**src/verilog/usbep_pkg.sv**
```systemverilog
// Constants, types and mode functions for the endpoint and pin block
package usbep_pkg;
   // ---------------------------------------------------------------
   // Register indices and byte addresses (byte address = 4 * index)
   // ---------------------------------------------------------------
   localparam logic [7:0] IDX_PORT2 = 8'h02;
   localparam logic [7:0] IDX_ADDR  = 8'h10;
   localparam logic [7:0] IDX_CNT0  = 8'h11;
   localparam logic [7:0] IDX_CNT1  = 8'h13;
   localparam logic [7:0] IDX_MODE1 = 8'h14;
   localparam logic [7:0] IDX_CTRL  = 8'h1F;
   // ---------------------------------------------------------------
   // Field positions and reset values
   // ---------------------------------------------------------------
   localparam int TOG_B   = 7;
   localparam int VAL_B   = 6;
   localparam int STALL_B = 7;
   localparam int ACKF_B  = 4;
   localparam int AEN_B   = 7;
   localparam int PU_B    = 7;
   localparam int VHIZ_B  = 6;
   localparam int REGON_B = 3;
   localparam int DP_B    = 5;
   localparam int DM_B    = 4;
   localparam int VRIN_B  = 0;
   localparam logic [7:0] REG_RST   = 8'h00;
   localparam logic [3:0] CRC_BYTES = 4'h2;
   localparam logic [1:0] RESP_OK   = 2'h0;
   localparam logic [1:0] RESP_ERR  = 2'h2;
   // ---------------------------------------------------------------
   // Pin forcing codes and endpoint modes
   // ---------------------------------------------------------------
   localparam logic [2:0] FRC_SIE  = 3'h0;
   localparam logic [2:0] FRC_K    = 3'h1;
   localparam logic [2:0] FRC_J    = 3'h2;
   localparam logic [2:0] FRC_SE0  = 3'h3;
   localparam logic [2:0] FRC_LL   = 3'h4;
   localparam logic [2:0] FRC_DMLO = 3'h5;
   localparam logic [2:0] FRC_DPLO = 3'h6;
   localparam logic [2:0] FRC_HIZ  = 3'h7;
   localparam logic [3:0] M_DIS    = 4'h0;
   localparam logic [3:0] M_NAK    = 4'h1;
   localparam logic [3:0] M_AOUT   = 4'hB;
   localparam logic [3:0] M_AIN    = 4'hF;
   // Long low on the data line: 128 us at 20 MHz
   localparam int PS2_LOW_US = 128;
   localparam int CLK_MHZ    = 20;
   localparam logic [11:0] PS2_LOW_CYC = 12'(PS2_LOW_US * CLK_MHZ);
   // ---------------------------------------------------------------
   // Types
   // ---------------------------------------------------------------
   typedef enum logic [1:0] {
      TK_OUT   = 2'h0,
      TK_IN    = 2'h1,
      TK_SETUP = 2'h2,
      TK_NONE  = 2'h3
   } usbep_tok_t;
   typedef enum logic [1:0] {
      RS_IGN   = 2'h0,
      RS_ACK   = 2'h1,
      RS_NAK   = 2'h2,
      RS_STALL = 2'h3
   } usbep_resp_t;
   // One-cycle report from the engine at the end of a transaction
   typedef struct packed {
      logic       done;
      usbep_tok_t tok;
      logic       ep;
      logic       acked;
      logic       err;
      logic       tog;
      logic [3:0] nbytes;
   } usbep_evt_t;
   // Handshake answer for a token, used for the second endpoint only
   function automatic usbep_resp_t mode_resp(
      input logic [3:0] md, input logic stall, input usbep_tok_t tk);
      usbep_resp_t r;
      r = RS_NAK;
      if (tk == TK_NONE || md == M_DIS)
         r = RS_IGN;
      else if (tk == TK_SETUP)
         r = RS_ACK;
      else if (md == M_AOUT && tk == TK_OUT)
         r = stall ? RS_STALL : RS_ACK;
      else if (md == M_AIN && tk == TK_IN)
         r = stall ? RS_STALL : RS_ACK;
      return r;
   endfunction
   // Automatic mode change after an acknowledged transaction
   function automatic logic [3:0] mode_next(
      input logic [3:0] md, input usbep_tok_t tk, input logic ack);
      logic [3:0] n;
      n = md;
      if (ack && (tk == TK_SETUP ||
          (md == M_AOUT && tk == TK_OUT) ||
          (md == M_AIN && tk == TK_IN)))
         n = M_NAK;
      return n;
   endfunction
endpackage

```
**src/verilog/usbep_core.sv**
```systemverilog
// Endpoint status, counters, register slave and D+/D-/regulator pins
//
// Summary of operation
// Stall OUT/IN when stall set in ACK mode
// Firmware clears stall outside ACK modes
// Firmware writes zeros to reserved mode bits
// Ack flag follows whether transaction was acked
// Second endpoint modes behave like control endpoint
// Two counter registers with identical layout
// Toggle chosen by firmware, captured on OUT/SETUP
// Valid bit cleared on error, set otherwise
// Endpoint event raised even for invalid data
// Firmware loads IN count zero to eight
// Received count is data bytes plus two
// Control count locks on update, read unlocks
// Regulator pin high impedance until enabled
// Regulator pin readable at port two bit zero
// Suspend stops regulator, weak pull-up if enabled
// Address enable also turns regulator on
// Regulator released while engine transmits
// D+/D- double as PS/2 lines
// Long data-line low raises PS/2 event
// Pin levels readable, lines pulled low singly
// Control bit seven enables PS/2 pull-ups
// Control bit six floats the regulator pin
// Forcing codes, 111 first arms PS/2 codes
// Engine answers only while address enabled
// Acked ACK-OUT falls back to NAK mode
// Reserved bits read zero, writes ignored
`timescale 1ns/1ns
module usbep_core (
   input  wire logic               mclk,
   input  wire logic               nrst,
   input  wire logic [7:0]         awaddr,
   input  wire logic               awvalid,
   output      logic               awready,
   input  wire logic [31:0]        wdata,
   input  wire logic [3:0]         wstrb,
   input  wire logic               wvalid,
   output      logic               wready,
   output      logic [1:0]         bresp,
   output      logic               bvalid,
   input  wire logic               bready,
   input  wire logic [7:0]         araddr,
   input  wire logic               arvalid,
   output      logic               arready,
   output      logic [31:0]        rdata,
   output      logic [1:0]         rresp,
   output      logic               rvalid,
   input  wire logic               rready,
   input  wire usbep_pkg::usbep_evt_t sie_evt,
   input  wire usbep_pkg::usbep_tok_t sie_tok,
   output usbep_pkg::usbep_resp_t     ep1_resp,
   input  wire logic               sie_tx,
   input  wire logic               sie_dp,
   input  wire logic               sie_dm,
   input  wire logic               usb_bus_rst,
   input  wire logic               suspend,
   output      logic [7:0]         ep0_cnt,
   output      logic [7:0]         ep1_cnt,
   output      logic               addr_en,
   output      logic [6:0]         dev_addr,
   input  wire logic               dp_i,
   output      logic               dp_o,
   output      logic               dp_oe,
   input  wire logic               dm_i,
   output      logic               dm_o,
   output      logic               dm_oe,
   input  wire logic               pullup_regulator_output_i,
   output      logic               pullup_regulator_output_o,
   output      logic               pullup_regulator_output_oe,
   output      logic               pullup_regulator_output_weak_pu,
   output      logic               ps2_pu_en,
   output      logic [1:0]         ep_irq,
   output      logic               ps2_irq
);

   // ---------------------------------------------------------------
   // Declarations
   // ---------------------------------------------------------------
   logic [7:0]  addr_r;
   logic [7:0]  cnt0_r;
   logic [7:0]  cnt1_r;
   logic        lock0_r;
   logic        stall_r;
   logic        ackf_r;
   logic [3:0]  mode1_r;
   logic [7:0]  ctrl_r;
   logic        armed_r;
   logic [7:0]  aw_r;
   logic        aw_full_r;
   logic [7:0]  wd_r;
   logic        wl_r;
   logic        w_full_r;
   logic        bvalid_r;
   logic [1:0]  bresp_r;
   logic        rvalid_r;
   logic [31:0] rdata_r;
   logic [1:0]  rresp_r;
   logic [1:0]  irq_r;
   logic [11:0] low_cnt_r;
   logic        ps2_irq_r;
   logic        wr_go;
   logic        rd_go;
   logic        hw_rx;
   logic        hw0;
   logic        hw1;
   logic [7:0]  rx_cnt;
   logic [7:0]  rd_val;
   logic        rd_ok;
   logic        wr_ok;
   logic        reg_act;

   // Match a byte address against a register index
   function automatic logic hit(input logic [7:0] a,
                                input logic [7:0] idx);
      return a[7:2] == idx[5:0];
   endfunction

   // Write selects; a write without the low lane changes nothing
   function automatic logic wsel(input logic [7:0] idx);
      return wr_go && wl_r && hit(aw_r, idx);
   endfunction

   // ---------------------------------------------------------------
   // AXI4-Lite write channel
   // ---------------------------------------------------------------
   assign awready = !aw_full_r && !bvalid_r;
   assign wready  = !w_full_r && !bvalid_r;
   assign wr_go   = aw_full_r && w_full_r && !bvalid_r;
   assign bvalid  = bvalid_r;
   assign bresp   = bresp_r;

   // Address and data may arrive in either order
   always_ff @(posedge mclk or negedge nrst) begin
      if (!nrst) begin
         aw_r      <= usbep_pkg::REG_RST;
         aw_full_r <= 1'b0;
         wd_r      <= usbep_pkg::REG_RST;
         wl_r      <= 1'b0;
         w_full_r  <= 1'b0;
      end else begin
         if (awvalid && awready) begin
            aw_r      <= awaddr;
            aw_full_r <= 1'b1;
         end else if (wr_go) begin
            aw_full_r <= 1'b0;
         end
         if (wvalid && wready) begin
            wd_r     <= wdata[7:0];
            wl_r     <= wstrb[0];
            w_full_r <= 1'b1;
         end else if (wr_go) begin
            w_full_r <= 1'b0;
         end
      end
   end

   // Decode check for writes; port two is read-only
   always_comb begin
      wr_ok = hit(aw_r, usbep_pkg::IDX_ADDR)
           || hit(aw_r, usbep_pkg::IDX_CNT0)
           || hit(aw_r, usbep_pkg::IDX_CNT1)
           || hit(aw_r, usbep_pkg::IDX_MODE1)
           || hit(aw_r, usbep_pkg::IDX_CTRL);
   end

   // Write response; unmapped addresses answer SLVERR
   always_ff @(posedge mclk or negedge nrst) begin
      if (!nrst) begin
         bvalid_r <= 1'b0;
         bresp_r  <= usbep_pkg::RESP_OK;
      end else if (wr_go) begin
         bvalid_r <= 1'b1;
         bresp_r  <= wr_ok ? usbep_pkg::RESP_OK : usbep_pkg::RESP_ERR;
      end else if (bready) begin
         bvalid_r <= 1'b0;
      end
   end

   // ---------------------------------------------------------------
   // AXI4-Lite read channel
   // ---------------------------------------------------------------
   assign arready = !rvalid_r;
   assign rd_go   = arvalid && arready;
   assign rvalid  = rvalid_r;
   assign rdata   = rdata_r;
   assign rresp   = rresp_r;

   // Read mux; reserved bits read zero
   always_comb begin
      rd_val = 8'h00;
      rd_ok  = 1'b1;
      if (hit(araddr, usbep_pkg::IDX_ADDR))
         rd_val = addr_r;
      else if (hit(araddr, usbep_pkg::IDX_CNT0))
         rd_val = cnt0_r;
      else if (hit(araddr, usbep_pkg::IDX_CNT1))
         rd_val = cnt1_r;
      else if (hit(araddr, usbep_pkg::IDX_MODE1)) begin
         rd_val[usbep_pkg::STALL_B] = stall_r;
         rd_val[usbep_pkg::ACKF_B]  = ackf_r;
         rd_val[3:0]                = mode1_r;
      end else if (hit(araddr, usbep_pkg::IDX_CTRL))
         rd_val = ctrl_r;
      else if (hit(araddr, usbep_pkg::IDX_PORT2)) begin
         rd_val[usbep_pkg::DP_B]   = dp_i;
         rd_val[usbep_pkg::DM_B]   = dm_i;
         rd_val[usbep_pkg::VRIN_B] = pullup_regulator_output_i;
      end else
         rd_ok = 1'b0;
   end

   // Read data is captured at the address handshake
   always_ff @(posedge mclk or negedge nrst) begin
      if (!nrst) begin
         rvalid_r <= 1'b0;
         rdata_r  <= 32'h0000_0000;
         rresp_r  <= usbep_pkg::RESP_OK;
      end else if (rd_go) begin
         rvalid_r <= 1'b1;
         rdata_r  <= {24'h00_0000, rd_val};
         rresp_r  <= rd_ok ? usbep_pkg::RESP_OK : usbep_pkg::RESP_ERR;
      end else if (rready) begin
         rvalid_r <= 1'b0;
      end
   end

   // ---------------------------------------------------------------
   // Engine reports
   // ---------------------------------------------------------------
   assign hw_rx  = sie_evt.done && (sie_evt.tok == usbep_pkg::TK_OUT
                || sie_evt.tok == usbep_pkg::TK_SETUP);
   assign hw0    = hw_rx && !sie_evt.ep;
   assign hw1    = hw_rx && sie_evt.ep;
   // Received count carries the two CRC bytes
   assign rx_cnt = {sie_evt.tog, !sie_evt.err, 2'b00,
                    4'(sie_evt.nbytes + usbep_pkg::CRC_BYTES)};

   // Counter registers share one layout
   // Hardware update wins over a same-cycle CPU write
   always_ff @(posedge mclk or negedge nrst) begin
      if (!nrst) begin
         cnt0_r <= usbep_pkg::REG_RST;
         cnt1_r <= usbep_pkg::REG_RST;
      end else begin
         if (hw0)
            cnt0_r <= rx_cnt;
         else if (wsel(usbep_pkg::IDX_CNT0) && !lock0_r)
            cnt0_r <= wd_r & 8'hCF;
         if (hw1)
            cnt1_r <= rx_cnt;
         else if (wsel(usbep_pkg::IDX_CNT1))
            cnt1_r <= wd_r & 8'hCF;
      end
   end
   assign ep0_cnt = cnt0_r;
   assign ep1_cnt = cnt1_r;

   // Lock set by an update, cleared by a read; set wins
   always_ff @(posedge mclk or negedge nrst) begin
      if (!nrst)
         lock0_r <= 1'b0;
      else if (hw0)
         lock0_r <= 1'b1;
      else if (rd_go && hit(araddr, usbep_pkg::IDX_CNT0))
         lock0_r <= 1'b0;
   end

   // Second endpoint mode register; engine outranks firmware
   always_ff @(posedge mclk or negedge nrst) begin
      if (!nrst) begin
         stall_r <= 1'b0;
         ackf_r  <= 1'b0;
         mode1_r <= usbep_pkg::M_DIS;
      end else if (sie_evt.done && sie_evt.ep) begin
         ackf_r  <= sie_evt.acked;
         mode1_r <= usbep_pkg::mode_next(mode1_r,
                       sie_evt.tok, sie_evt.acked);
      end else if (wsel(usbep_pkg::IDX_MODE1)) begin
         stall_r <= wd_r[usbep_pkg::STALL_B];
         ackf_r  <= wd_r[usbep_pkg::ACKF_B];
         mode1_r <= wd_r[3:0];
      end
   end

   // Handshake answer, silent while the address is off
   always_comb begin
      ep1_resp = usbep_pkg::RS_IGN;
      if (addr_en)
         ep1_resp = usbep_pkg::mode_resp(mode1_r, stall_r,
                                         sie_tok);
   end

   // Endpoint event pulse even for invalid data
   always_ff @(posedge mclk or negedge nrst) begin
      if (!nrst)
         irq_r <= 2'b00;
      else
         irq_r <= {sie_evt.done && sie_evt.ep,
                   sie_evt.done && !sie_evt.ep};
   end
   assign ep_irq = irq_r;

   // ---------------------------------------------------------------
   // Address and control registers
   // ---------------------------------------------------------------
   // Bus reset clears the address like a hardware reset
   always_ff @(posedge mclk or negedge nrst) begin
      if (!nrst)
         addr_r <= usbep_pkg::REG_RST;
      else if (usb_bus_rst)
         addr_r <= usbep_pkg::REG_RST;
      else if (wsel(usbep_pkg::IDX_ADDR))
         addr_r <= wd_r;
   end
   assign addr_en  = addr_r[usbep_pkg::AEN_B];
   assign dev_addr = addr_r[6:0];

   // Pull-ups, regulator float, regulator on, forcing code
   always_ff @(posedge mclk or negedge nrst) begin
      if (!nrst)
         ctrl_r <= usbep_pkg::REG_RST;
      else if (wsel(usbep_pkg::IDX_CTRL))
         ctrl_r <= wd_r & 8'hCF;
   end
   assign ps2_pu_en = ctrl_r[usbep_pkg::PU_B];

   // PS/2 drive codes stay inert until 111 has been seen
   always_ff @(posedge mclk or negedge nrst) begin
      if (!nrst)
         armed_r <= 1'b0;
      else if (ctrl_r[2:0] == usbep_pkg::FRC_HIZ)
         armed_r <= 1'b1;
   end

   // ---------------------------------------------------------------
   // D+/D- drivers
   // ---------------------------------------------------------------
   // PS/2 codes only pull low, open drain
   always_comb begin
      dp_o  = 1'b0;
      dm_o  = 1'b0;
      dp_oe = 1'b0;
      dm_oe = 1'b0;
      unique case (ctrl_r[2:0])
         usbep_pkg::FRC_SIE: begin
            dp_o  = sie_dp;
            dm_o  = sie_dm;
            dp_oe = sie_tx && addr_en;
            dm_oe = sie_tx && addr_en;
         end
         usbep_pkg::FRC_K: begin
            dp_o  = 1'b1;
            dp_oe = 1'b1;
            dm_oe = 1'b1;
         end
         usbep_pkg::FRC_J: begin
            dm_o  = 1'b1;
            dp_oe = 1'b1;
            dm_oe = 1'b1;
         end
         usbep_pkg::FRC_SE0: begin
            dp_oe = 1'b1;
            dm_oe = 1'b1;
         end
         usbep_pkg::FRC_LL: begin
            dp_oe = armed_r;
            dm_oe = armed_r;
         end
         usbep_pkg::FRC_DMLO: dm_oe = armed_r;
         usbep_pkg::FRC_DPLO: dp_oe = armed_r;
         usbep_pkg::FRC_HIZ: begin
            dp_oe = 1'b0;
            dm_oe = 1'b0;
         end
      endcase
   end

   // ---------------------------------------------------------------
   // Regulator pin
   // ---------------------------------------------------------------
   // Float wins over both enables of the driver; the suspend weak pull-up ignores it
   assign reg_act = (ctrl_r[usbep_pkg::REGON_B] || addr_en)
                 && !ctrl_r[usbep_pkg::VHIZ_B]
                 && !suspend;
   assign pullup_regulator_output_o       = 1'b1;
   assign pullup_regulator_output_oe      = reg_act && !sie_tx;
   assign pullup_regulator_output_weak_pu = suspend && ctrl_r[usbep_pkg::REGON_B];

   // ---------------------------------------------------------------
   // PS/2 activity detector
   // ---------------------------------------------------------------
   // Counts low cycles on the data line; one pulse per low period
   always_ff @(posedge mclk or negedge nrst) begin
      if (!nrst) begin
         low_cnt_r <= 12'h000;
         ps2_irq_r <= 1'b0;
      end else begin
         ps2_irq_r <= 1'b0;
         if (dm_i)
            low_cnt_r <= 12'h000;
         else if (low_cnt_r != usbep_pkg::PS2_LOW_CYC) begin
            low_cnt_r <= low_cnt_r + 12'h001;
            ps2_irq_r <= (low_cnt_r == usbep_pkg::PS2_LOW_CYC
                          - 12'h001);
         end
      end
   end
   assign ps2_irq = ps2_irq_r;
endmodule

```
**config.mk**
```make
export PLATFORM = sky130hd
export DESIGN_NAME = usbep_core
export DESIGN_NICKNAME = d
export VERILOG_FILES = /design/src/verilog/usbep_pkg.sv /design/src/verilog/usbep_core.sv
export SDC_FILE = /design/constraint.sdc
export NUM_CORES = 1
export LEC_CHECK = 0
export BUFFER_PORTS_ARGS = -buffer_cell sky130_fd_sc_hd__buf_2
export CELL_PAD_IN_SITES_DETAIL_PLACEMENT = 0
export CELL_PAD_IN_SITES_GLOBAL_PLACEMENT = 1
export CORE_ASPECT_RATIO = 0.5
export CORE_UTILIZATION = 33
export DETAILED_ROUTE_END_ITERATION = 7
export GPL_ROUTABILITY_DRIVEN = 0
export PLACE_DENSITY = 0.86
export SLEW_MARGIN = 20
export SYNTH_ARGS = -nofsm -noshare
export SYNTH_HDL_FRONTEND = slang
export SYNTH_SLANG_ARGS = --single-unit
```
**constraint.sdc**
```tcl
create_clock -name mclk -period 1.5 [get_ports mclk]
set_clock_uncertainty 0.1 [all_clocks]
set_input_delay 0.3 -clock mclk [delete_from_list [all_inputs] [get_ports mclk]]
set_output_delay 0.3 -clock mclk [all_outputs]
set_load 0.02 [all_outputs]
```
==> out/results.env <==
REGISTER_AREA_UM2=1960
ROUTE.DETAILED.VIAS_PER_INST=4.88
DIE_AREA_UM2=13200
ANTENNA_CELLS=0
SYNTH_SEQ_CELLS=78
CLOCKBUFFERDEPTH=2
MAX_CLOCK_FREQ_MHz=507
HOLD-PATH-CELL-COUNT=2
FLOORPLAN.CORE_AREA_UM2=12100
POSTROUTEWIRELENGTH_UM=11100
R2R.WORST_PATH.CELLS=5
ROUTED-VIA-COUNT=3580
DRC=0
YS_TYPES=54
DIEWIDTH_UM=162
DRT.ANTENNA.VIOLATING_NETS=0
SYNTH.YOSYS.WARNINGS=0
SYNTH_ASYNC_SR_FLOP_SHARE_PCT=100
FINAL_CELLS=734
SEQUENTIAL_FRACTION_OF_THE_SYNTHESIS_AREA_PCT=46.4
STARTPOINT_TYPE='flop'
DRTPASS1ITERATIONS=4
DIE_SPAN_Y_UM=81.8
VDD_IR_DROP_MAX_mV=0.566
GROUTE.USAGE.OVERALL_PCT=17.2
WORST_HOLD_PATH_TYPE='input port to flop'
GRT_SETUP_UNREPAIRED='yes'
FINAL_NETS=647
NUM_IO_PINS=158
MOST-COMMON-LAYOUT-CELLS='sky130_fd_sc_hd__buf_2 (84), sky130_fd_sc_hd__dfrtp_1 (73), sky130_fd_sc_hd__buf_4 (54)'
CRITICAL_PATH_CLASS='flop to output port'
SYN-MEAN-INSTANCE-AREA_UM2=10.3
SETUP-VIOLATIONS-FINAL=36
VIA_COUNT_OF_THE_FIRST_GLOBAL_ROUTING_PASS=3378
TIMING.HOLD.WORST.START='rready'
MAXIMUM_NUMBER_OF_PINS_ON_ONE_NET_BEFORE_GLOBAL_ROUTE_REPAIR=31
FF2FF_SETUP_SLACK_NS=-0.09
FINAL.FILL_COUNT=1091
MAXUSEDROUTINGLAYER='met4'
CRITICAL_PATH_REQUIRED_NS=1.10
CTS_TREE='built'
REGTOREGENDPOINT='addr_r[7]'
SYNTH_ENABLE_FLOP_CELLS=0
STD_CELL_ROWS=28
WORST_SLACK_NS=-0.472
TIMING.RR.START='aw_full_r'
CP_CELL_SEQUENCE='nand3_2 > or4b_4 > a21oi_4 > buf_6'
DETAILEDROUTE.FIRSTITERATIONVIOLATIONS=242
CRITICAL_PATH.MAX_STAGE_DELAY_NS=0.51
POST_ROUTE_CELLS_DRIVE_ABOVE_1_SHARE_PCT=44.8
ROUTED-WL-MET3_UM=489
REPORT.FINAL.HOLD_VIOL_COUNT=0
CTS-BUFFERS-INSERTED=9
LAYOUT_MIN_CYCLE_TIME_NS=1.97
ANTENNA_FOUND_INITIAL=0
TIMING.FINAL.MAX_SLEW_VIOLATIONS=0
RUN_STATUS='finished, violations left'
DETAILEDPLACEMENTHPWL_UM=8230
WHS_ENDPOINT='rvalid'
PLACEMENT.IO_BUFFERS=95
GLOBAL_ROUTE.OVERFLOW_TOTAL=0
TIMING.HOLD.WS_NS=0.0471
CLK_LAT_WORST_SKEW_NS=0.33
MET2ROUTEDLENGTH_UM=5510
CLKSINKCOUNT=78
MAXCAPVIOLATIONS=0
CTS.ROOT.BUFFER_CELL='sky130_fd_sc_hd__clkbuf_16'
VIOLATIONS='negative setup slack'
POST-PLACE-CELLS=705
WORSTPATHARRIVAL_NS=1.57
GRT_PASS1_WL_UM=17400
SYN_TO_FINAL_GROWTH_PCT=40.4
ROUTEDWLPERCELL_UM=15.2
MULTI_INPUT_AREA_UM2=2290
MET1WIRELENGTH_UM=5060
POWER.DENSITY_CELL_AREA_nW_PER_UM2=1340
CLK_TRANSITION_REPORTED_PATHS_NS=0.06
POWER_LEAKAGE_uW=0.00281
INITIAL_STANDARD_CELL_UTILIZATION_OF_THE_CORE_PCT=34.7
POWER_CONSUMPTION_uW=7910
MOST_COMMON_CELL_AFTER_LAYOUT_FILL_AND_TAPS_ASIDE='sky130_fd_sc_hd__buf_2'
POSTSYNTHCELLCOUNT=409
CRIT_PATH_TOP_DELAY_CELL='sky130_fd_sc_hd__or4b_4'
CP_MAX_FO=3
FINAL_MIN_PERIOD_OVER_CLOCK_PERIOD_PCT=131
SYN-CELL-AREA_UM2=4200
CTS_HTREE_LEVELS=3
CRITICAL_PATH.ENDPOINT_TYPE='output port'
YS_DOMINANT_REG_CELL='sky130_fd_sc_hd__dfrtp_1'
what timing repair did:
action	4_1_cts	5_1_grt
gates resized for setup	30	35
buffers inserted	5	8
pin swaps	12	18
setup endpoints to repair	39	57
hold buffers	1	0
hold endpoints to repair	19	0
routing by layer:
metal,GRT usage [%],up-vias
li1,-,1721
met1,21.7,1755
met2,29.9,96
met3,3.74,8
met4,5.66,0
met5,0,-
cells by family (layout without fill, tap and decap cells):
| kind of cell | count (synthesis) | after routing | share of synthesized area (%) |
|---|---|---|---|
| flip-flops | 78 | 78 | 46.4 |
| AO/OA/AOI/OAI | 85 | 85 | 13.6 |
| multiplexers | 40 | 40 | 10.1 |
| AND/OR/NAND/NOR | 138 | 138 | 18.8 |
| XOR/XNOR | 9 | 9 | 1.87 |
| other | 2 | 31 | 0.179 |
| adder cells (fa/ha/maj) | 3 | 3 | 0.893 |
| buffers and inverters | 54 | 185 | 8.04 |
final cells by class:
class,count,share of cell area (%)
timing repair buffer,159,18.7
sequential,78,33.2
inverter,10,0.636
tap,165,3.50
clock buffer,12,4.35
multi-input combinational,306,38.8
clock inverter,4,0.763
cell usage after synthesis, types with 5 or more instances:
| library cell | count | share of area, % |
|---|---|---|
| sky130_fd_sc_hd__dfrtp_1 | 78 | 46 |
| sky130_fd_sc_hd__nor2_1 | 36 | 3.2 |
| sky130_fd_sc_hd__buf_4 | 32 | 5.7 |
| sky130_fd_sc_hd__mux2_2 | 21 | 5.6 |
| sky130_fd_sc_hd__nand2_1 | 21 | 1.9 |
| sky130_fd_sc_hd__o21ai_0 | 21 | 2.5 |
| sky130_fd_sc_hd__a21oi_1 | 20 | 2.4 |
| sky130_fd_sc_hd__mux2i_1 | 19 | 4.5 |
| sky130_fd_sc_hd__nand3_1 | 18 | 2.1 |
| sky130_fd_sc_hd__a22o_1 | 12 | 2.5 |
| sky130_fd_sc_hd__inv_1 | 10 | 0.89 |
| sky130_fd_sc_hd__nor3_1 | 10 | 1.2 |
| sky130_fd_sc_hd__nand2b_1 | 8 | 1.2 |
| sky130_fd_sc_hd__nor2b_1 | 7 | 1.0 |
| sky130_fd_sc_hd__buf_2 | 6 | 0.71 |
| sky130_fd_sc_hd__o21a_1 | 6 | 1.1 |
| sky130_fd_sc_hd__clkbuf_1 | 5 | 0.45 |
| sky130_fd_sc_hd__o211ai_1 | 5 | 0.89 |
| sky130_fd_sc_hd__xor2_1 | 5 | 1.0 |
registers in the layout, summed over array words and instances (netlist names):
signal and flops:
ps2_irq 1, ep1_cnt 6, ctrl_r 6, ep0_cnt 6
lock0_r 1, stall_r 1, wd_r 8, bvalid 1
armed_r 1, aw_r 6, bresp 1, low_cnt_r 12
mode1_r 4, w_full_r 1, wl_r 1, rvalid 1
ackf_r 1, aw_full_r 1, rresp 1, addr_r 8
ep_irq 2, rdata 8
critical path: cells and delay by family, from the launching register on:
family	cells	cell delay, ns
buf+inv	1	0.13
flops	1	0.37
compound gates	1	0.14
simple gates	2	0.61
where the power goes:
| group | internal [uW] | switching, uW |
|---|---|---|
| Combinational | 1320 | 1370 |
| Sequential | 2540 | 482 |
| Clock | 1370 | 823 |
per-stage QoR:
step / setup WS (ns) / area (um^2) / utilization [%] / setup TNS (ns)
finish: -0.472 / 5900 / 48.7 / -3.03
CTS: -0.481 / 5700 / 47.1 / -2.62
global route: -0.532 / 5900 / 48.7 / -5.68
floorplan: -0.105 / 4450 / - / -0.566
global placement: -0.169 / 5250 / 43.3 / -2.05
detailed placement: -0.182 / 5250 / 43.3 / -2.23
worst max-delay path by stage:
stage / slack [ns] / start / cells after the start / to
after CTS: -0.48 / mode1_r[0] / 4 / ep1_resp[0]
after global routing: -0.53 / mode1_r[0] / 4 / ep1_resp[0]
after detailed placement: -0.18 / araddr[7] / 6 / rdata[4]
final: -0.47 / mode1_r[0] / 4 / ep1_resp[0]
after floorplan: -0.11 / mode1_r[1] / 3 / ep1_resp[0]
after global placement: -0.17 / araddr[7] / 6 / rdata[4]
Power figures use the tool's default switching activity.
